===== config.mk =====
export PLATFORM = sky130hd
export DESIGN_NAME = eil_controller
export DESIGN_NICKNAME = d
export VERILOG_FILES = /design/src/verilog/eil_pkg.sv /design/src/verilog/eil_line_sync.sv /design/src/verilog/eil_edge_detect.sv /design/src/verilog/eil_controller.sv
export SDC_FILE = /design/constraint.sdc
export NUM_CORES = 1
export LEC_CHECK = 0
export BUFFER_PORTS_ARGS = -buffer_cell sky130_fd_sc_hd__buf_2
export CAP_MARGIN = 20
export CORE_AREA = 2 2 146 220
export DETAILED_ROUTE_END_ITERATION = 10
export DIE_AREA = 0 0 148 222
export PLACE_DENSITY = 0.78
export SYNTH_ARGS = -nofsm -noshare
export SYNTH_HDL_FRONTEND = slang
export SYNTH_HIERARCHICAL = 1
export SYNTH_SLANG_ARGS = --single-unit
export TNS_END_PERCENT = 30

===== constraint.sdc =====
create_clock -name clk_sys -period 13.1 [get_ports clk_sys]
set_clock_uncertainty 0.2 [all_clocks]
set_input_delay 2.62 -clock clk_sys [delete_from_list [all_inputs] [get_ports clk_sys]]
set_output_delay 2.62 -clock clk_sys [all_outputs]
set_load 0.01 [all_outputs]

===== src/verilog/eil_pkg.sv =====
package eil_pkg;
  localparam int NLINE = 28;
  localparam int NPIN = 16;
  localparam int SEL_W = 3;
  localparam int ADDR_W = 8;
  typedef logic [NLINE-1:0] eil_lines_t;

  // Register byte offsets
  localparam logic [ADDR_W-1:0] OFF_IMASK = 8'h00;
  localparam logic [ADDR_W-1:0] OFF_EMASK = 8'h04;
  localparam logic [ADDR_W-1:0] OFF_RTEN = 8'h08;
  localparam logic [ADDR_W-1:0] OFF_FTEN = 8'h0c;
  localparam logic [ADDR_W-1:0] OFF_SWTRIG = 8'h10;
  localparam logic [ADDR_W-1:0] OFF_PEND = 8'h14;

  // Reset values and implemented bits
  localparam logic [31:0] RST_IMASK = 32'h0f94_0000;
  localparam logic [31:0] RST_EMASK = 32'h0000_0000;
  localparam logic [31:0] RST_RTEN = 32'h0000_0000;
  localparam logic [31:0] RST_FTEN = 32'h0000_0000;
  localparam logic [31:0] RST_SWTRIG = 32'h0000_0000;
  localparam logic [31:0] RST_PEND = 32'h0000_0000;
  localparam logic [31:0] MASK_BITS = 32'h0fff_ffff;
  localparam logic [31:0] TRIG_BITS = 32'h006b_ffff;
  localparam logic [31:0] WAKE_BITS = 32'h0a80_0000;

  // Port select codes for lines 0 to 15
  localparam logic [SEL_W-1:0] SEL_PORT_A = 3'h0;
  localparam logic [SEL_W-1:0] SEL_PORT_B = 3'h1;
  localparam logic [SEL_W-1:0] SEL_PORT_C = 3'h2;
  localparam logic [SEL_W-1:0] SEL_PORT_D = 3'h3;
  localparam logic [SEL_W-1:0] SEL_PORT_F = 3'h4;

  // Internal line positions
  localparam int LN_SUPPLY = 16;
  localparam int LN_ALARM = 17;
  localparam int LN_TAMPER = 19;
  localparam int LN_CMP_FIRST = 21;
  localparam int LN_CMP_SECOND = 22;
  localparam int LN_I2C = 23;
  localparam int LN_USART = 25;
  localparam int LN_CONSUMER = 27;
endpackage


===== src/verilog/eil_line_sync.sv =====
`timescale 1ns/1ns
module eil_line_sync (
  input wire logic clk_sys,
  input wire logic rst,
  input wire logic [eil_pkg::NPIN-1:0] port_a_pins,
  input wire logic [eil_pkg::NPIN-1:0] port_b_pins,
  input wire logic [eil_pkg::NPIN-1:0] port_c_pins,
  input wire logic [eil_pkg::NPIN-1:0] port_d_pins,
  input wire logic [eil_pkg::NPIN-1:0] port_f_pins,
  input wire logic [eil_pkg::NPIN*eil_pkg::SEL_W-1:0] port_select,
  input wire logic supply_monitor_output,
  input wire logic clock_alarm,
  input wire logic tamper_stamp,
  input wire logic first_comparator,
  input wire logic second_comparator,
  input wire logic i2c_wake,
  input wire logic usart_wake,
  input wire logic consumer_control_wake,
  output eil_pkg::eil_lines_t line_sync
);
  import eil_pkg::*;

  typedef struct packed {
    logic [4:0][NPIN-1:0] pins;
    logic [NPIN*SEL_W-1:0] sel;
    logic [7:0] src;
  } eil_raw_t;

  typedef struct packed {
    eil_raw_t s1;
    eil_raw_t s2;
  } eil_sync_t;

  eil_sync_t q;
  eil_sync_t next_q;
  logic [NPIN-1:0] pin_line;

  // Raw inputs pass two stages before any logic; the select code is
  // quasi-static, a change of it may show one spurious edge
  always_comb begin
    next_q = q;
    next_q.s1.pins = {port_f_pins, port_d_pins, port_c_pins, port_b_pins, port_a_pins};
    next_q.s1.sel = port_select;
    next_q.s1.src = {consumer_control_wake, usart_wake, i2c_wake, second_comparator,
      first_comparator, tamper_stamp, clock_alarm, supply_monitor_output};
    next_q.s2 = q.s1;
  end

  always_ff @(posedge clk_sys or posedge rst) begin
    if (rst) begin
      q <= '0;
    end else begin
      q <= next_q;
    end
  end

  genvar i;
  generate
    for (i = 0; i < NPIN; i++) begin : g_pin
      logic [SEL_W-1:0] sel;
      assign sel = q.s2.sel[i*SEL_W +: SEL_W];
      // Pin n of the chosen port feeds line n
      assign pin_line[i] = (sel == SEL_PORT_A) ? q.s2.pins[0][i] :
                           (sel == SEL_PORT_B) ? q.s2.pins[1][i] :
                           (sel == SEL_PORT_C) ? q.s2.pins[2][i] :
                           (sel == SEL_PORT_D) ? q.s2.pins[3][i] :
                           (sel == SEL_PORT_F) ? q.s2.pins[4][i] : 1'b0;
    end
  endgenerate

  always_comb begin
    line_sync = '0;
    line_sync[NPIN-1:0] = pin_line;
    line_sync[LN_SUPPLY] = q.s2.src[0];
    line_sync[LN_ALARM] = q.s2.src[1];
    line_sync[LN_TAMPER] = q.s2.src[2];
    line_sync[LN_CMP_FIRST] = q.s2.src[3];
    line_sync[LN_CMP_SECOND] = q.s2.src[4];
    line_sync[LN_I2C] = q.s2.src[5];
    line_sync[LN_USART] = q.s2.src[6];
    line_sync[LN_CONSUMER] = q.s2.src[7];
  end
endmodule


===== src/verilog/eil_edge_detect.sv =====
`timescale 1ns/1ns
module eil_edge_detect (
  input wire logic clk_sys,
  input wire logic rst,
  input eil_pkg::eil_lines_t line_cur,
  output eil_pkg::eil_lines_t line_rise,
  output eil_pkg::eil_lines_t line_fall
);
  import eil_pkg::*;

  typedef struct packed {
    eil_lines_t prev;
  } eil_edge_t;

  eil_edge_t q;
  eil_edge_t next_q;

  always_comb begin
    next_q = q;
    next_q.prev = line_cur;
  end

  always_ff @(posedge clk_sys or posedge rst) begin
    if (rst) begin
      q <= '0;
    end else begin
      q <= next_q;
    end
  end

  assign line_rise = line_cur & ~q.prev;
  assign line_fall = ~line_cur & q.prev;

  edge_track_a: assert property (@(posedge clk_sys) disable iff (rst)
    ##1 (line_rise == (line_cur & ~$past(line_cur))))
    else $error("rise does not follow previous sample");
endmodule


===== src/verilog/eil_controller.sv =====
`timescale 1ns/1ns
module eil_controller (
  input wire logic clk_sys,
  input wire logic rst,
  input wire logic [eil_pkg::ADDR_W-1:0] reg_addr,
  input wire logic [31:0] reg_wdata,
  input wire logic reg_wr,
  input wire logic reg_rd,
  output logic [31:0] reg_rdata,
  input wire logic [eil_pkg::NPIN-1:0] port_a_pins,
  input wire logic [eil_pkg::NPIN-1:0] port_b_pins,
  input wire logic [eil_pkg::NPIN-1:0] port_c_pins,
  input wire logic [eil_pkg::NPIN-1:0] port_d_pins,
  input wire logic [eil_pkg::NPIN-1:0] port_f_pins,
  input wire logic [eil_pkg::NPIN*eil_pkg::SEL_W-1:0] port_select,
  input wire logic supply_monitor_output,
  input wire logic clock_alarm,
  input wire logic tamper_stamp,
  input wire logic first_comparator,
  input wire logic second_comparator,
  input wire logic i2c_wake,
  input wire logic usart_wake,
  input wire logic consumer_control_wake,
  output eil_pkg::eil_lines_t line_irq,
  output logic irq_wake,
  output logic event_pulse
);
  import eil_pkg::*;

  typedef struct packed {
    eil_lines_t imask;
    eil_lines_t emask;
    eil_lines_t rten;
    eil_lines_t ften;
    eil_lines_t swtrig;
    eil_lines_t pend;
    logic [31:0] rdata;
    logic wake;
    logic evt;
  } eil_state_t;

  eil_state_t q;
  eil_state_t next_q;

  eil_lines_t line_sync;
  eil_lines_t line_rise;
  eil_lines_t line_fall;

  eil_line_sync u_sync (
    .clk_sys(clk_sys),
    .rst(rst),
    .port_a_pins(port_a_pins),
    .port_b_pins(port_b_pins),
    .port_c_pins(port_c_pins),
    .port_d_pins(port_d_pins),
    .port_f_pins(port_f_pins),
    .port_select(port_select),
    .supply_monitor_output(supply_monitor_output),
    .clock_alarm(clock_alarm),
    .tamper_stamp(tamper_stamp),
    .first_comparator(first_comparator),
    .second_comparator(second_comparator),
    .i2c_wake(i2c_wake),
    .usart_wake(usart_wake),
    .consumer_control_wake(consumer_control_wake),
    .line_sync(line_sync)
  );

  eil_edge_detect u_edge (
    .clk_sys(clk_sys),
    .rst(rst),
    .line_cur(line_sync),
    .line_rise(line_rise),
    .line_fall(line_fall)
  );

  // Decoded accesses
  logic wr_imask;
  logic wr_emask;
  logic wr_rten;
  logic wr_ften;
  logic wr_swtrig;
  logic wr_pend;
  eil_lines_t wr_mask_bits;
  eil_lines_t wr_trig_bits;

  assign wr_imask = reg_wr && (reg_addr == OFF_IMASK);
  assign wr_emask = reg_wr && (reg_addr == OFF_EMASK);
  assign wr_rten = reg_wr && (reg_addr == OFF_RTEN);
  assign wr_ften = reg_wr && (reg_addr == OFF_FTEN);
  assign wr_swtrig = reg_wr && (reg_addr == OFF_SWTRIG);
  assign wr_pend = reg_wr && (reg_addr == OFF_PEND);
  assign wr_mask_bits = reg_wdata[NLINE-1:0] & MASK_BITS[NLINE-1:0];
  assign wr_trig_bits = reg_wdata[NLINE-1:0] & TRIG_BITS[NLINE-1:0];

  // Line causes
  logic trig_wr;
  eil_lines_t edge_hit;
  eil_lines_t hw_trig;
  eil_lines_t sw_fire;
  eil_lines_t cause;
  eil_lines_t irq_set;
  eil_lines_t clr_bits;
  eil_lines_t evt_only;
  logic evt_cause;

  // Either edge may trigger and wake-up lines fire on their rise; edges are
  // dropped while a trigger selection register is being written
  assign trig_wr = wr_rten || wr_ften;
  assign edge_hit = (line_rise & q.rten) | (line_fall & q.ften)
    | (line_rise & WAKE_BITS[NLINE-1:0]);
  assign hw_trig = trig_wr ? '0 : edge_hit;

  // Only a zero-to-one step of the software trigger fires
  assign sw_fire = wr_swtrig ? (wr_trig_bits & ~q.swtrig) : '0;

  assign cause = hw_trig | sw_fire;
  // Wake-up lines have no pending bit; they only give events
  assign irq_set = cause & q.imask & TRIG_BITS[NLINE-1:0];
  assign clr_bits = wr_pend ? wr_trig_bits : '0;
  assign evt_only = cause & q.emask & ~q.imask;
  assign evt_cause = |(cause & q.emask);

  always_comb begin
    next_q = q;
    if (wr_imask) begin
      next_q.imask = wr_mask_bits;
    end
    if (wr_emask) begin
      next_q.emask = wr_mask_bits;
    end
    if (wr_rten) begin
      next_q.rten = wr_trig_bits;
    end
    if (wr_ften) begin
      next_q.ften = wr_trig_bits;
    end
    // Software trigger bits drop with their pending clear
    next_q.swtrig = (q.swtrig & ~clr_bits) | sw_fire;
    // New cause wins over a clear in the same cycle
    next_q.pend = (q.pend & ~clr_bits) | irq_set;
    next_q.wake = |next_q.pend;
    next_q.evt = evt_cause;
    next_q.rdata = '0;
    if (reg_rd) begin
      unique case (reg_addr)
        OFF_IMASK: next_q.rdata = {{(32-NLINE){1'b0}}, q.imask};
        OFF_EMASK: next_q.rdata = {{(32-NLINE){1'b0}}, q.emask};
        OFF_RTEN: next_q.rdata = {{(32-NLINE){1'b0}}, q.rten};
        OFF_FTEN: next_q.rdata = {{(32-NLINE){1'b0}}, q.ften};
        OFF_SWTRIG: next_q.rdata = {{(32-NLINE){1'b0}}, q.swtrig};
        OFF_PEND: next_q.rdata = {{(32-NLINE){1'b0}}, q.pend};
        default: next_q.rdata = '0;
      endcase
    end
  end

  always_ff @(posedge clk_sys or posedge rst) begin
    if (rst) begin
      q.imask <= RST_IMASK[NLINE-1:0];
      q.emask <= RST_EMASK[NLINE-1:0];
      q.rten <= RST_RTEN[NLINE-1:0];
      q.ften <= RST_FTEN[NLINE-1:0];
      q.swtrig <= RST_SWTRIG[NLINE-1:0];
      q.pend <= RST_PEND[NLINE-1:0];
      q.rdata <= '0;
      q.wake <= 1'b0;
      q.evt <= 1'b0;
    end else begin
      q <= next_q;
    end
  end

  assign line_irq = q.pend;
  assign irq_wake = q.wake;
  assign event_pulse = q.evt;
  assign reg_rdata = q.rdata;

  pend_set_a: assert property (@(posedge clk_sys) disable iff (rst)
    (|irq_set) |=> ((q.pend & $past(irq_set)) == $past(irq_set)))
    else $error("unmasked cause did not set pending");

  pend_clear_a: assert property (@(posedge clk_sys) disable iff (rst)
    (wr_pend && ((clr_bits & ~irq_set) != '0))
    |=> ((q.pend & $past(clr_bits) & ~$past(irq_set)) == '0))
    else $error("pending write of one did not clear");

  pend_hold_a: assert property (@(posedge clk_sys) disable iff (rst)
    ##1 (($past(q.pend) & ~$past(clr_bits) & ~q.pend) == '0))
    else $error("pending bit lost without a clear");

  evt_pulse_a: assert property (@(posedge clk_sys) disable iff (rst)
    evt_cause |=> event_pulse ##1 (event_pulse == $past(evt_cause)))
    else $error("event pulse missing or stretched");

  evt_no_pend_a: assert property (@(posedge clk_sys) disable iff (rst)
    (|evt_only) |=> ((q.pend & ~$past(q.pend) & $past(evt_only)) == '0))
    else $error("event-only line set pending");

  sw_event_a: assert property (@(posedge clk_sys) disable iff (rst)
    (wr_swtrig && ((wr_trig_bits & ~q.swtrig & q.emask) != '0)) |=> event_pulse)
    else $error("software trigger gave no event");

  sw_irq_a: assert property (@(posedge clk_sys) disable iff (rst)
    (wr_swtrig && ((wr_trig_bits & ~q.swtrig & q.imask) != '0))
    |=> ((q.pend & q.swtrig) != '0))
    else $error("software trigger set no pending");

  mask_gate_a: assert property (@(posedge clk_sys) disable iff (rst)
    ##1 ((q.pend & ~$past(q.pend) & ~$past(q.imask)) == '0))
    else $error("masked line set pending");

  wake_any_a: assert property (@(posedge clk_sys) disable iff (rst)
    irq_wake == (|line_irq))
    else $error("wake output disagrees with pending");

  trig_write_a: assert property (@(posedge clk_sys) disable iff (rst)
    trig_wr |=> ((q.pend & ~$past(q.pend)) == '0))
    else $error("edge taken during trigger write");

  reg_read_a: assert property (@(posedge clk_sys) disable iff (rst)
    (reg_rd && (reg_addr == OFF_PEND))
    |=> (reg_rdata == {{(32-NLINE){1'b0}}, $past(q.pend)}))
    else $error("pending readback wrong");

  read_idle_a: assert property (@(posedge clk_sys) disable iff (rst)
    !reg_rd |=> (reg_rdata == 32'h0000_0000))
    else $error("read data outside read answer");

  imask_write_a: assert property (@(posedge clk_sys) disable iff (rst)
    wr_imask |=> (q.imask == $past(wr_mask_bits)))
    else $error("interrupt mask write not taken");

  emask_write_a: assert property (@(posedge clk_sys) disable iff (rst)
    wr_emask |=> (q.emask == $past(wr_mask_bits)))
    else $error("event mask write not taken");

  rten_write_a: assert property (@(posedge clk_sys) disable iff (rst)
    wr_rten |=> (q.rten == $past(wr_trig_bits)))
    else $error("rising enable write not taken");

  ften_write_a: assert property (@(posedge clk_sys) disable iff (rst)
    wr_ften |=> (q.ften == $past(wr_trig_bits)))
    else $error("falling enable write not taken");

  mask_hold_a: assert property (@(posedge clk_sys) disable iff (rst)
    !wr_imask |=> (q.imask == $past(q.imask)))
    else $error("interrupt mask changed without write");

  emask_hold_a: assert property (@(posedge clk_sys) disable iff (rst)
    !wr_emask |=> (q.emask == $past(q.emask)))
    else $error("event mask changed without write");

  edge_sel_hold_a: assert property (@(posedge clk_sys) disable iff (rst)
    !trig_wr |=> ((q.rten == $past(q.rten)) && (q.ften == $past(q.ften))))
    else $error("edge selection changed without write");

  pend_zero_a: assert property (@(posedge clk_sys) disable iff (rst)
    wr_pend |=> (((q.pend ^ $past(q.pend)) & ~$past(wr_trig_bits) & ~$past(irq_set)) == '0))
    else $error("pending write of zero changed a bit");

  pend_bits_a: assert property (@(posedge clk_sys) disable iff (rst)
    ((q.rten | q.ften | q.swtrig | q.pend) & ~TRIG_BITS[NLINE-1:0]) == '0)
    else $error("unimplemented line bit set");

  evt_quiet_a: assert property (@(posedge clk_sys) disable iff (rst)
    !evt_cause |=> !event_pulse)
    else $error("event pulse without cause");

  rise_evt_a: assert property (@(posedge clk_sys) disable iff (rst)
    (!trig_wr && ((line_rise & q.rten & q.emask) != '0)) |=> event_pulse)
    else $error("rising edge gave no event");

  fall_evt_a: assert property (@(posedge clk_sys) disable iff (rst)
    (!trig_wr && ((line_fall & q.ften & q.emask) != '0)) |=> event_pulse)
    else $error("falling edge gave no event");

  rise_pend_a: assert property (@(posedge clk_sys) disable iff (rst)
    (!trig_wr && ((line_rise & q.rten & q.imask) != '0)) |=> (line_irq != '0))
    else $error("rising edge gave no request");

  fall_pend_a: assert property (@(posedge clk_sys) disable iff (rst)
    (!trig_wr && ((line_fall & q.ften & q.imask) != '0)) |=> (line_irq != '0))
    else $error("falling edge gave no request");

  wake_evt_a: assert property (@(posedge clk_sys) disable iff (rst)
    (!trig_wr && ((line_rise & WAKE_BITS[NLINE-1:0] & q.emask) != '0)) |=> event_pulse)
    else $error("wake-up line gave no event");

  sw_once_a: assert property (@(posedge clk_sys) disable iff (rst)
    (wr_swtrig && ((wr_trig_bits & ~q.swtrig) == '0) && (hw_trig == '0)) |=> !event_pulse)
    else $error("repeated software trigger fired");

  sw_hold_a: assert property (@(posedge clk_sys) disable iff (rst)
    ##1 (($past(q.swtrig) & ~q.swtrig & ~$past(clr_bits)) == '0))
    else $error("software trigger lost without clear");

  sw_drop_a: assert property (@(posedge clk_sys) disable iff (rst)
    wr_pend |=> ((q.swtrig & $past(clr_bits) & ~$past(sw_fire)) == '0))
    else $error("software trigger kept after clear");

  wake_rise_a: assert property (@(posedge clk_sys) disable iff (rst)
    (|irq_set) |=> irq_wake)
    else $error("new request gave no wake");

  read_imask_a: assert property (@(posedge clk_sys) disable iff (rst)
    (reg_rd && (reg_addr == OFF_IMASK)) |=> (reg_rdata == {{(32-NLINE){1'b0}}, $past(q.imask)}))
    else $error("interrupt mask readback wrong");

  read_emask_a: assert property (@(posedge clk_sys) disable iff (rst)
    (reg_rd && (reg_addr == OFF_EMASK)) |=> (reg_rdata == {{(32-NLINE){1'b0}}, $past(q.emask)}))
    else $error("event mask readback wrong");

  read_rten_a: assert property (@(posedge clk_sys) disable iff (rst)
    (reg_rd && (reg_addr == OFF_RTEN)) |=> (reg_rdata == {{(32-NLINE){1'b0}}, $past(q.rten)}))
    else $error("rising enable readback wrong");

  read_ften_a: assert property (@(posedge clk_sys) disable iff (rst)
    (reg_rd && (reg_addr == OFF_FTEN)) |=> (reg_rdata == {{(32-NLINE){1'b0}}, $past(q.ften)}))
    else $error("falling enable readback wrong");

  read_swtrig_a: assert property (@(posedge clk_sys) disable iff (rst)
    (reg_rd && (reg_addr == OFF_SWTRIG)) |=> (reg_rdata == {{(32-NLINE){1'b0}}, $past(q.swtrig)}))
    else $error("software trigger readback wrong");

  read_unmap_a: assert property (@(posedge clk_sys) disable iff (rst)
    (reg_rd && (reg_addr > OFF_PEND)) |=> (reg_rdata == 32'h0000_0000))
    else $error("unmapped read not zero");
endmodule


# Word-level counts from Yosys, hierarchy flattened
# Index checks and enable logic that the tools add are counted.
[word_totals]
output_inout_bits = 62
in_bits = 180
register_bits = 484
elab_cells = 222
[classes]
n_mux = 85
n_bitwise = 18
eq_ne = 69
n_reduce_logical = 26
[op_table]
columns = ["op", "n"]
rows = [
  ["case mux 28 bit (6 select lines)", 1],
  ["bitwise AND 28 bit", 5],
  ["bitwise OR 28 bit", 4],
  ["== test 3 x 2 -> 1 bit (second input constant)", 32],
  ["2-to-1 mux 28 bit", 3],
  ["NOT 28 bit", 3],
  ["2-to-1 mux 1 bit", 80],
  ["bitwise AND 28 x 23 -> 28 bit", 2],
  ["OR reduction 28 bit", 2],
  ["== test 3 x 1 -> 1 bit (second input constant)", 16],
  ["== test 3 bit (second input constant)", 16],
  ["zero test 3 bit", 16],
  ["bitwise AND 23 x 28 -> 28 bit", 1],
  ["NOT 23 -> 28 bit", 1],
  ["bitwise OR 28 x 23 -> 28 bit", 1],
  ["bitwise AND 23 bit", 1],
  ["2-to-1 mux 23 bit", 1],
  ["== test 8 x 4 -> 1 bit (second input constant)", 2],
  ["== test 8 x 5 -> 1 bit (second input constant)", 2],
  ["== test 8 x 3 -> 1 bit (second input constant)", 1],
  ["zero test 8 bit", 1],
  ["logical AND 1 bit", 6],
  ["logical OR 1 bit", 1],
]

# Depth between registers and ports, before layout
# Gate-level depths: netlist (run 1).
[depth]
word_depth = 16
depth_mapped = 10
mapped_depth_nobuf = 10

# Hierarchy
# Netlist (run 1), hierarchy kept.
[modules_own_cells]
columns = ["module", "seq_area_each_um2", "cells_per_inst", "n_inst", "area_per_inst_um2"]
rows = [
  ["eil_controller", 4262.8, 758, 1, 8491.9],
  ["eil_line_sync", 6806.5, 382, 1, 7744.9],
  ["eil_edge_detect", 700.7, 85, 1, 1194.9],
]

# Worst setup path before layout (run 1)
# OpenSTA, ideal clock, no wires.
[synth_path]
path_type = "input to register"
start = "input reg_addr[5] in the netlist's numbering"
end = "register q, in the netlist irq_wake"
n_path_buf = 1
stages = 7
setup_time_ps = 139
t_arrival_ps = 4819
required_ps = 12761
setup_slack_ps = 7943
cell_sequence = "or4_4 > buf_6 > o21ai_2 > a21boi_1 > or4_1 > or4b_1 > or4_1"
[synth_lines]
columns = ["item", "line", "text"]
rows = [
  ["start: declaration", "eil_controller.sv:5", "input wire logic [eil_pkg::ADDR_W-1:0] reg_addr,"],
  ["end signal: assignment", "eil_controller.sv:170", "q <= next_q;"],
  ["end: declaration", "eil_controller.sv:42", "eil_state_t q;"],
]

==> results of run 1 <==
## metal layers
metal / vias to the layer above / routed length, microns / global-route usage, %
li1: 4591 / - / -
met3: 116 / 2835 / 4.815
met1: 5125 / 13560 / 27.62
met5: - / 32 / 0
met2: 450 / 18820 / 38.81
met4: 6 / 1628 / 10.14
## report_power, final
group          internal (uW)  total (uW)  leakage, uW  switching (uW)
Sequential              1510        1550      0.00579            34.9
Clock                    778        1300     0.000733             520
Combinational           73.9         166      0.00302            92.3
## worst max path at each step
stage,from,endpoint,slack (ns),cells past startpoint
detailed placement,reg_wr,irq_wake$_DFF_PP0_,6.85,7
global route,reg_addr[5],irq_wake$_DFF_PP0_,7.24,8
CTS,reg_addr[5],irq_wake$_DFF_PP0_,7.40,8
global placement,reg_wr,irq_wake$_DFF_PP0_,6.84,7
floorplan,rst,u_sync/g_pin[0].sel[0]$_DFF_PP0_,2.78,1
finish,reg_wr,irq_wake$_DFF_PP0_,7.31,7
## stage by stage
stage | utilization, % | power [uW] | cell area (sq um) | instances
after CTS | 64.48 | 3040 | 19880 | 1830
after floorplan | - | 1668 | 17240 | 1215
after global routing | 64.57 | 3125 | 19910 | 1831
final | 64.57 | 3010 | 19910 | 1831
after global placement | 59.65 | 1728 | 18400 | 1755
after detailed placement | 59.65 | 1738 | 18400 | 1755
## area by class of cell
| cell class | count | area, sq um |
|---|---|---|
| sequential | 466 | 11670 |
| inverter | 8 | 42.54 |
| clock inverter | 24 | 319.1 |
| clock buffer | 51 | 1169 |
| multi-input combinational | 633 | 4918 |
| tap | 405 | 506.7 |
| fill | 2292 | 10930 |
| timing repair buffer | 244 | 1286 |
## registers in the layout, summed over array words and instances, names as in the netlist
name and flops:
event_pulse 1, irq_wake 1, line_irq 21, q 119
reg_rdata 28, u_edge/q 24, u_sync/g_pin.sel 48, u_sync/line_sync 8
u_sync/next_q 136, u_sync/q 80
==> impl_metrics.yaml, run 1 <==
drt:
  drtPass1Iterations: 5
  ant_nets: 0
  via_count: 10290
  routedWlPerCell_microns: 20.14
  drcViolationCount: 0
  drt_iter0_markers: 764
  viasPerCell: 5.619
  drt-total-wl_microns: 36870
setup_path:
  slowest_delay_ns: 0.97
  end_kind: "flip-flop"
  path_cells: "buf_2, nor4bb_4, a21oi_1, o21ai_0, nor4b_1, or4b_1, or4_1"
  cpMaxStageDelayCell: "nor4bb_4"
  reg2reg_depth: 10
  reg2reg_slack_ns: 9.62
  required_ns: 13.31
  critical_path_buf_inv_count: 1
  reg2reg_from: "u_sync/g_pin[7].sel[1]$_DFF_PP0_"
  critPathKind: "in2reg"
  critPathTopFamily: "simple AND/OR/NAND/NOR gates"
  reg2reg_to: "irq_wake$_DFF_PP0_"
  cp-start-kind: "input port"
  cp_max_fo: 25
  cp.arrival_ns: 6.00
synth:
  syn_avg_cell_area_sq_um: 14.28
  synthCells: 1205
  ys_warn_count: 6
  netlist_area_sq_um: 17200
timing:
  timing.hold.ws_ns: 0.1447
  fin_crit_ns: 5.791
  worstMarginPinSlew_ns: 1.009
  max_freq_ghz: 0.1727
  hold_viol: 0
  setup_violations: 0
  timing.final.crit_share_pct: 44.21
  setup_tns_ns: 0
  timing.final.ws_setup_ns: 7.309
  rsz0062_at_grt: "no"
  slew_headroom_pct: 32.58
  slew_violations: 0
pwr:
  pwr_density_cell_nw_per_um2: 151.1
  peakVddDrop_mv: 0.1280
  p_leak_uw: 0.009540
hold_path:
  worstHoldStart: "u_sync/next_q[46]$_DFF_PP0_"
  hold_class: "reg2reg"
  min_delay_worst_endpoint: "u_sync/g_pin[12].sel[2]$_DFF_PP0_"
  holdPathStages: 0
global_route:
  grt_pass1_wl_microns: 57530
  antenna_found_initial: 3
  grtUsageTotal_pct: 22.68
  grt_overflow: 0
  first_global_vias: 10770
  grt_max_degree: 110
floorplan:
  io_pins: 242
  die_x_microns: 148
  rows: 79
  die_y_microns: 222
  coreArea_sq_um: 30840
  dieArea_sq_um: 32860
  start_util_pct: 55.78
place:
  place_ws_ns: 6.847
  place_congestion: 0.8786
  place_hpwl_microns: 23900
  port_buffers: 226
flow_run:
  drv_cap: 0
final_layout:
  nNetsFinal: 1575
  area_delta_synth_final_pct: 15.76
  drive_gt1_share_pct: 35.69
  mostFrequentLayoutCell: "dfrtp_1"
  layout_common_cells: "dfrtp_1, buf_2, mux2_2"
  n_antenna_cell: 0
cts:
  cts-resized-gates: 0
  cts_root_buf: "clkbuf_16"
  hold_buffers: 0
  post-cts-setup-buffers: 0
  cts_tree: "built"
  cts_sinks: 466
  cts_buffers: 42
  clock_latency_ns: 0.56
  clk_pin_slew_ns: 0.06
  clk_path_buf_depth: 3
  htree_levels: 2
outcome:
  status: "finished clean"
Note: power is estimated with default switching activity, not from simulation.
==> inputs of run 2 (changes only) <==
--- a/config.mk
+++ b/config.mk
@@ -7,10 +7,10 @@
 export LEC_CHECK = 0
 export BUFFER_PORTS_ARGS = -buffer_cell sky130_fd_sc_hd__buf_2
 export CAP_MARGIN = 20
-export CORE_AREA = 2 2 146 220
+export CORE_AREA = 2 2 154 232
 export DETAILED_ROUTE_END_ITERATION = 10
-export DIE_AREA = 0 0 148 222
-export PLACE_DENSITY = 0.78
+export DIE_AREA = 0 0 156 234
+export PLACE_DENSITY = 0.74
 export SYNTH_ARGS = -nofsm -noshare
 export SYNTH_HDL_FRONTEND = slang
 export SYNTH_HIERARCHICAL = 1
==> constraint.sdc (replaced) <==
create_clock -name clk_sys -period 4.9 [get_ports clk_sys]
set_clock_uncertainty 0.2 [all_clocks]
set_input_delay 0.98 -clock clk_sys [delete_from_list [all_inputs] [get_ports clk_sys]]
set_output_delay 0.98 -clock clk_sys [all_outputs]
set_load 0.01 [all_outputs]
==> impl_metrics.yaml, run 2 (synthesis results as in run 1) <==
place:
  place_hpwl_microns: 25360
  postPlaceCellArea_sq_um: 18530
  dp.cells: 1794
  place_ws_ns: 0.8226
  port_buffers: 226
  place_congestion: 0.8915
timing:
  setup_tns_ns: 0
  timing.final.ws_setup_ns: 1.347
  worstMarginPinSlew_ns: 0.9962
  slew_violations: 0
  timing.final.crit_share_pct: 72.51
  max_freq_ghz: 0.2815
  slew_headroom_pct: 33.40
  setup_violations: 0
  fin_crit_ns: 3.553
  hold_viol: 0
  rsz0062_at_grt: "no"
cts:
  cts_tree: "built"
  clock_latency_ns: 0.54
  cts_root_buf: "clkbuf_16"
  htree_levels: 2
  clk_pin_slew_ns: 0.06
  cts_sinks: 466
  clk_path_buf_depth: 3
  hold_buffers: 0
  cts-resized-gates: 0
  cts_buffers: 42
  post-cts-setup-buffers: 0
drt:
  viasPerCell: 5.516
  drtPass1Iterations: 5
  drcViolationCount: 0
  drt-total-wl_microns: 37480
  via_count: 10310
  ant_nets: 0
  routedWlPerCell_microns: 20.05
  drt_iter0_markers: 751
setup_path:
  critPathKind: "in2reg"
  cp-start-kind: "input port"
  cp.arrival_ns: 3.77
  end_kind: "flip-flop"
  cp_max_fo: 25
  required_ns: 5.12
floorplan:
  io_pins: 242
  start_util_pct: 49.75
  coreArea_sq_um: 34580
  dieArea_sq_um: 36500
  die_y_microns: 234
  rows: 84
  die_x_microns: 156
final_layout:
  area_delta_synth_final_pct: 15.76
  multi_input_area_sq_um: 4883
  design_area_sq_um: 19910
  drive_gt1_share_pct: 35.84
  nNetsFinal: 1588
  mostFrequentLayoutCell: "dfrtp_1"
  largest_reg_flops: 136
  layout_common_cells: "dfrtp_1, buf_2, mux2_2"
  n_fill_cell: 2769
  seq_area_sq_um: 11670
  stdcell_count: 1869
global_route:
  grt_overflow: 0
  antenna_found_initial: 4
  grt_max_degree: 104
  grtUsageTotal_pct: 20.79
  first_global_vias: 10620
  grt_pass1_wl_microns: 57780
outcome:
  status: "finished clean"
pwr:
  p_switching_uw: 1736
  netSwitchingFraction_pct: 22.24
  power_uw: 7804
  clkPwrFrac_pct: 41.3
  pwr-share-seq_pct: 53.0
  peakVddDrop_mv: 0.3140
  p_leak_uw: 0.009512
  p_int_uw: 6068
  pwr-share-comb_pct: 5.7
  pwr_density_cell_nw_per_um2: 391.9
hold_path:
  hold_class: "reg2reg"
flow_run:
  drv_cap: 0
## run 2: power groups by stage
stage          Combinational, uW  Clock (uW)  Sequential (uW)
3_5_place_dp                 450           0             4200
5_1_grt                      496        3480             4150
3_3_place_gp                 438           0             4190
2_1_floorplan                284           0             4180
4_1_cts                      453        3320             4130
6_report                     445        3230             4130
## run 2: metal layers
| layer | global-route usage (%) | up-vias | wire [microns] |
|---|---|---|---|
| met3 | 5.175 | 100 | 2905 |
| met1 | 24.36 | 5175 | 13640 |
| met4 | 8.888 | 6 | 1448 |
| li1 | - | 4619 | - |
| met5 | 0 | - | 32 |
| met2 | 36.41 | 410 | 19450 |
## run 2: path summary, 6_finish.rpt
kind / startpoint / end / slack (ns) / cells after the start
max: reg_wr / irq_wake$_DFF_PP0_ / 1.35 / 8
min: u_sync/next_q[105]$_DFF_PP0_ / u_sync/q[105]$_DFF_PP0_ / 0.14 / 0
max reg2reg: u_sync/g_pin[7].sel[1]$_DFF_PP0_ / irq_wake$_DFF_PP0_ / 1.50 / 10
min reg2reg: u_sync/next_q[105]$_DFF_PP0_ / u_sync/q[105]$_DFF_PP0_ / 0.14 / 0
max in group asynchronous: rst / u_sync/next_q[32]$_DFF_PP0_ / 3.04 / 3
min in group asynchronous: rst / reg_rdata[14]$_DFF_PP0_ / 0.38 / 2
## run 2: area by class of cell
type	instances	share of cell area [%]
Inverter	8	0.1948
Multi-Input combinational cell	633	24.53
Sequential cell	466	58.61
Timing Repair Buffer	257	7.038
Clock buffer	52	5.938
Clock inverter	21	0.9677
Tap cell	430	2.702
Antenna cell	2	0.02514
## run 2: through the flow
step                hold slack [ns]  util, %
global placement             0.1322    53.59
CTS                          0.1430    57.57
global route                 0.1514    57.57
floorplan                    0.1312        -
finish                       0.1426    57.58
detailed placement           0.1347    53.59
## run 2: worst max-delay path: stages
cell	delay, ns
buf_2	0.43
nor4bb_1	0.47
buf_4	0.22
a21oi_1	0.08
o21ai_0	0.21
nor4b_1	0.30
or4b_1	0.53
or4_1	0.53
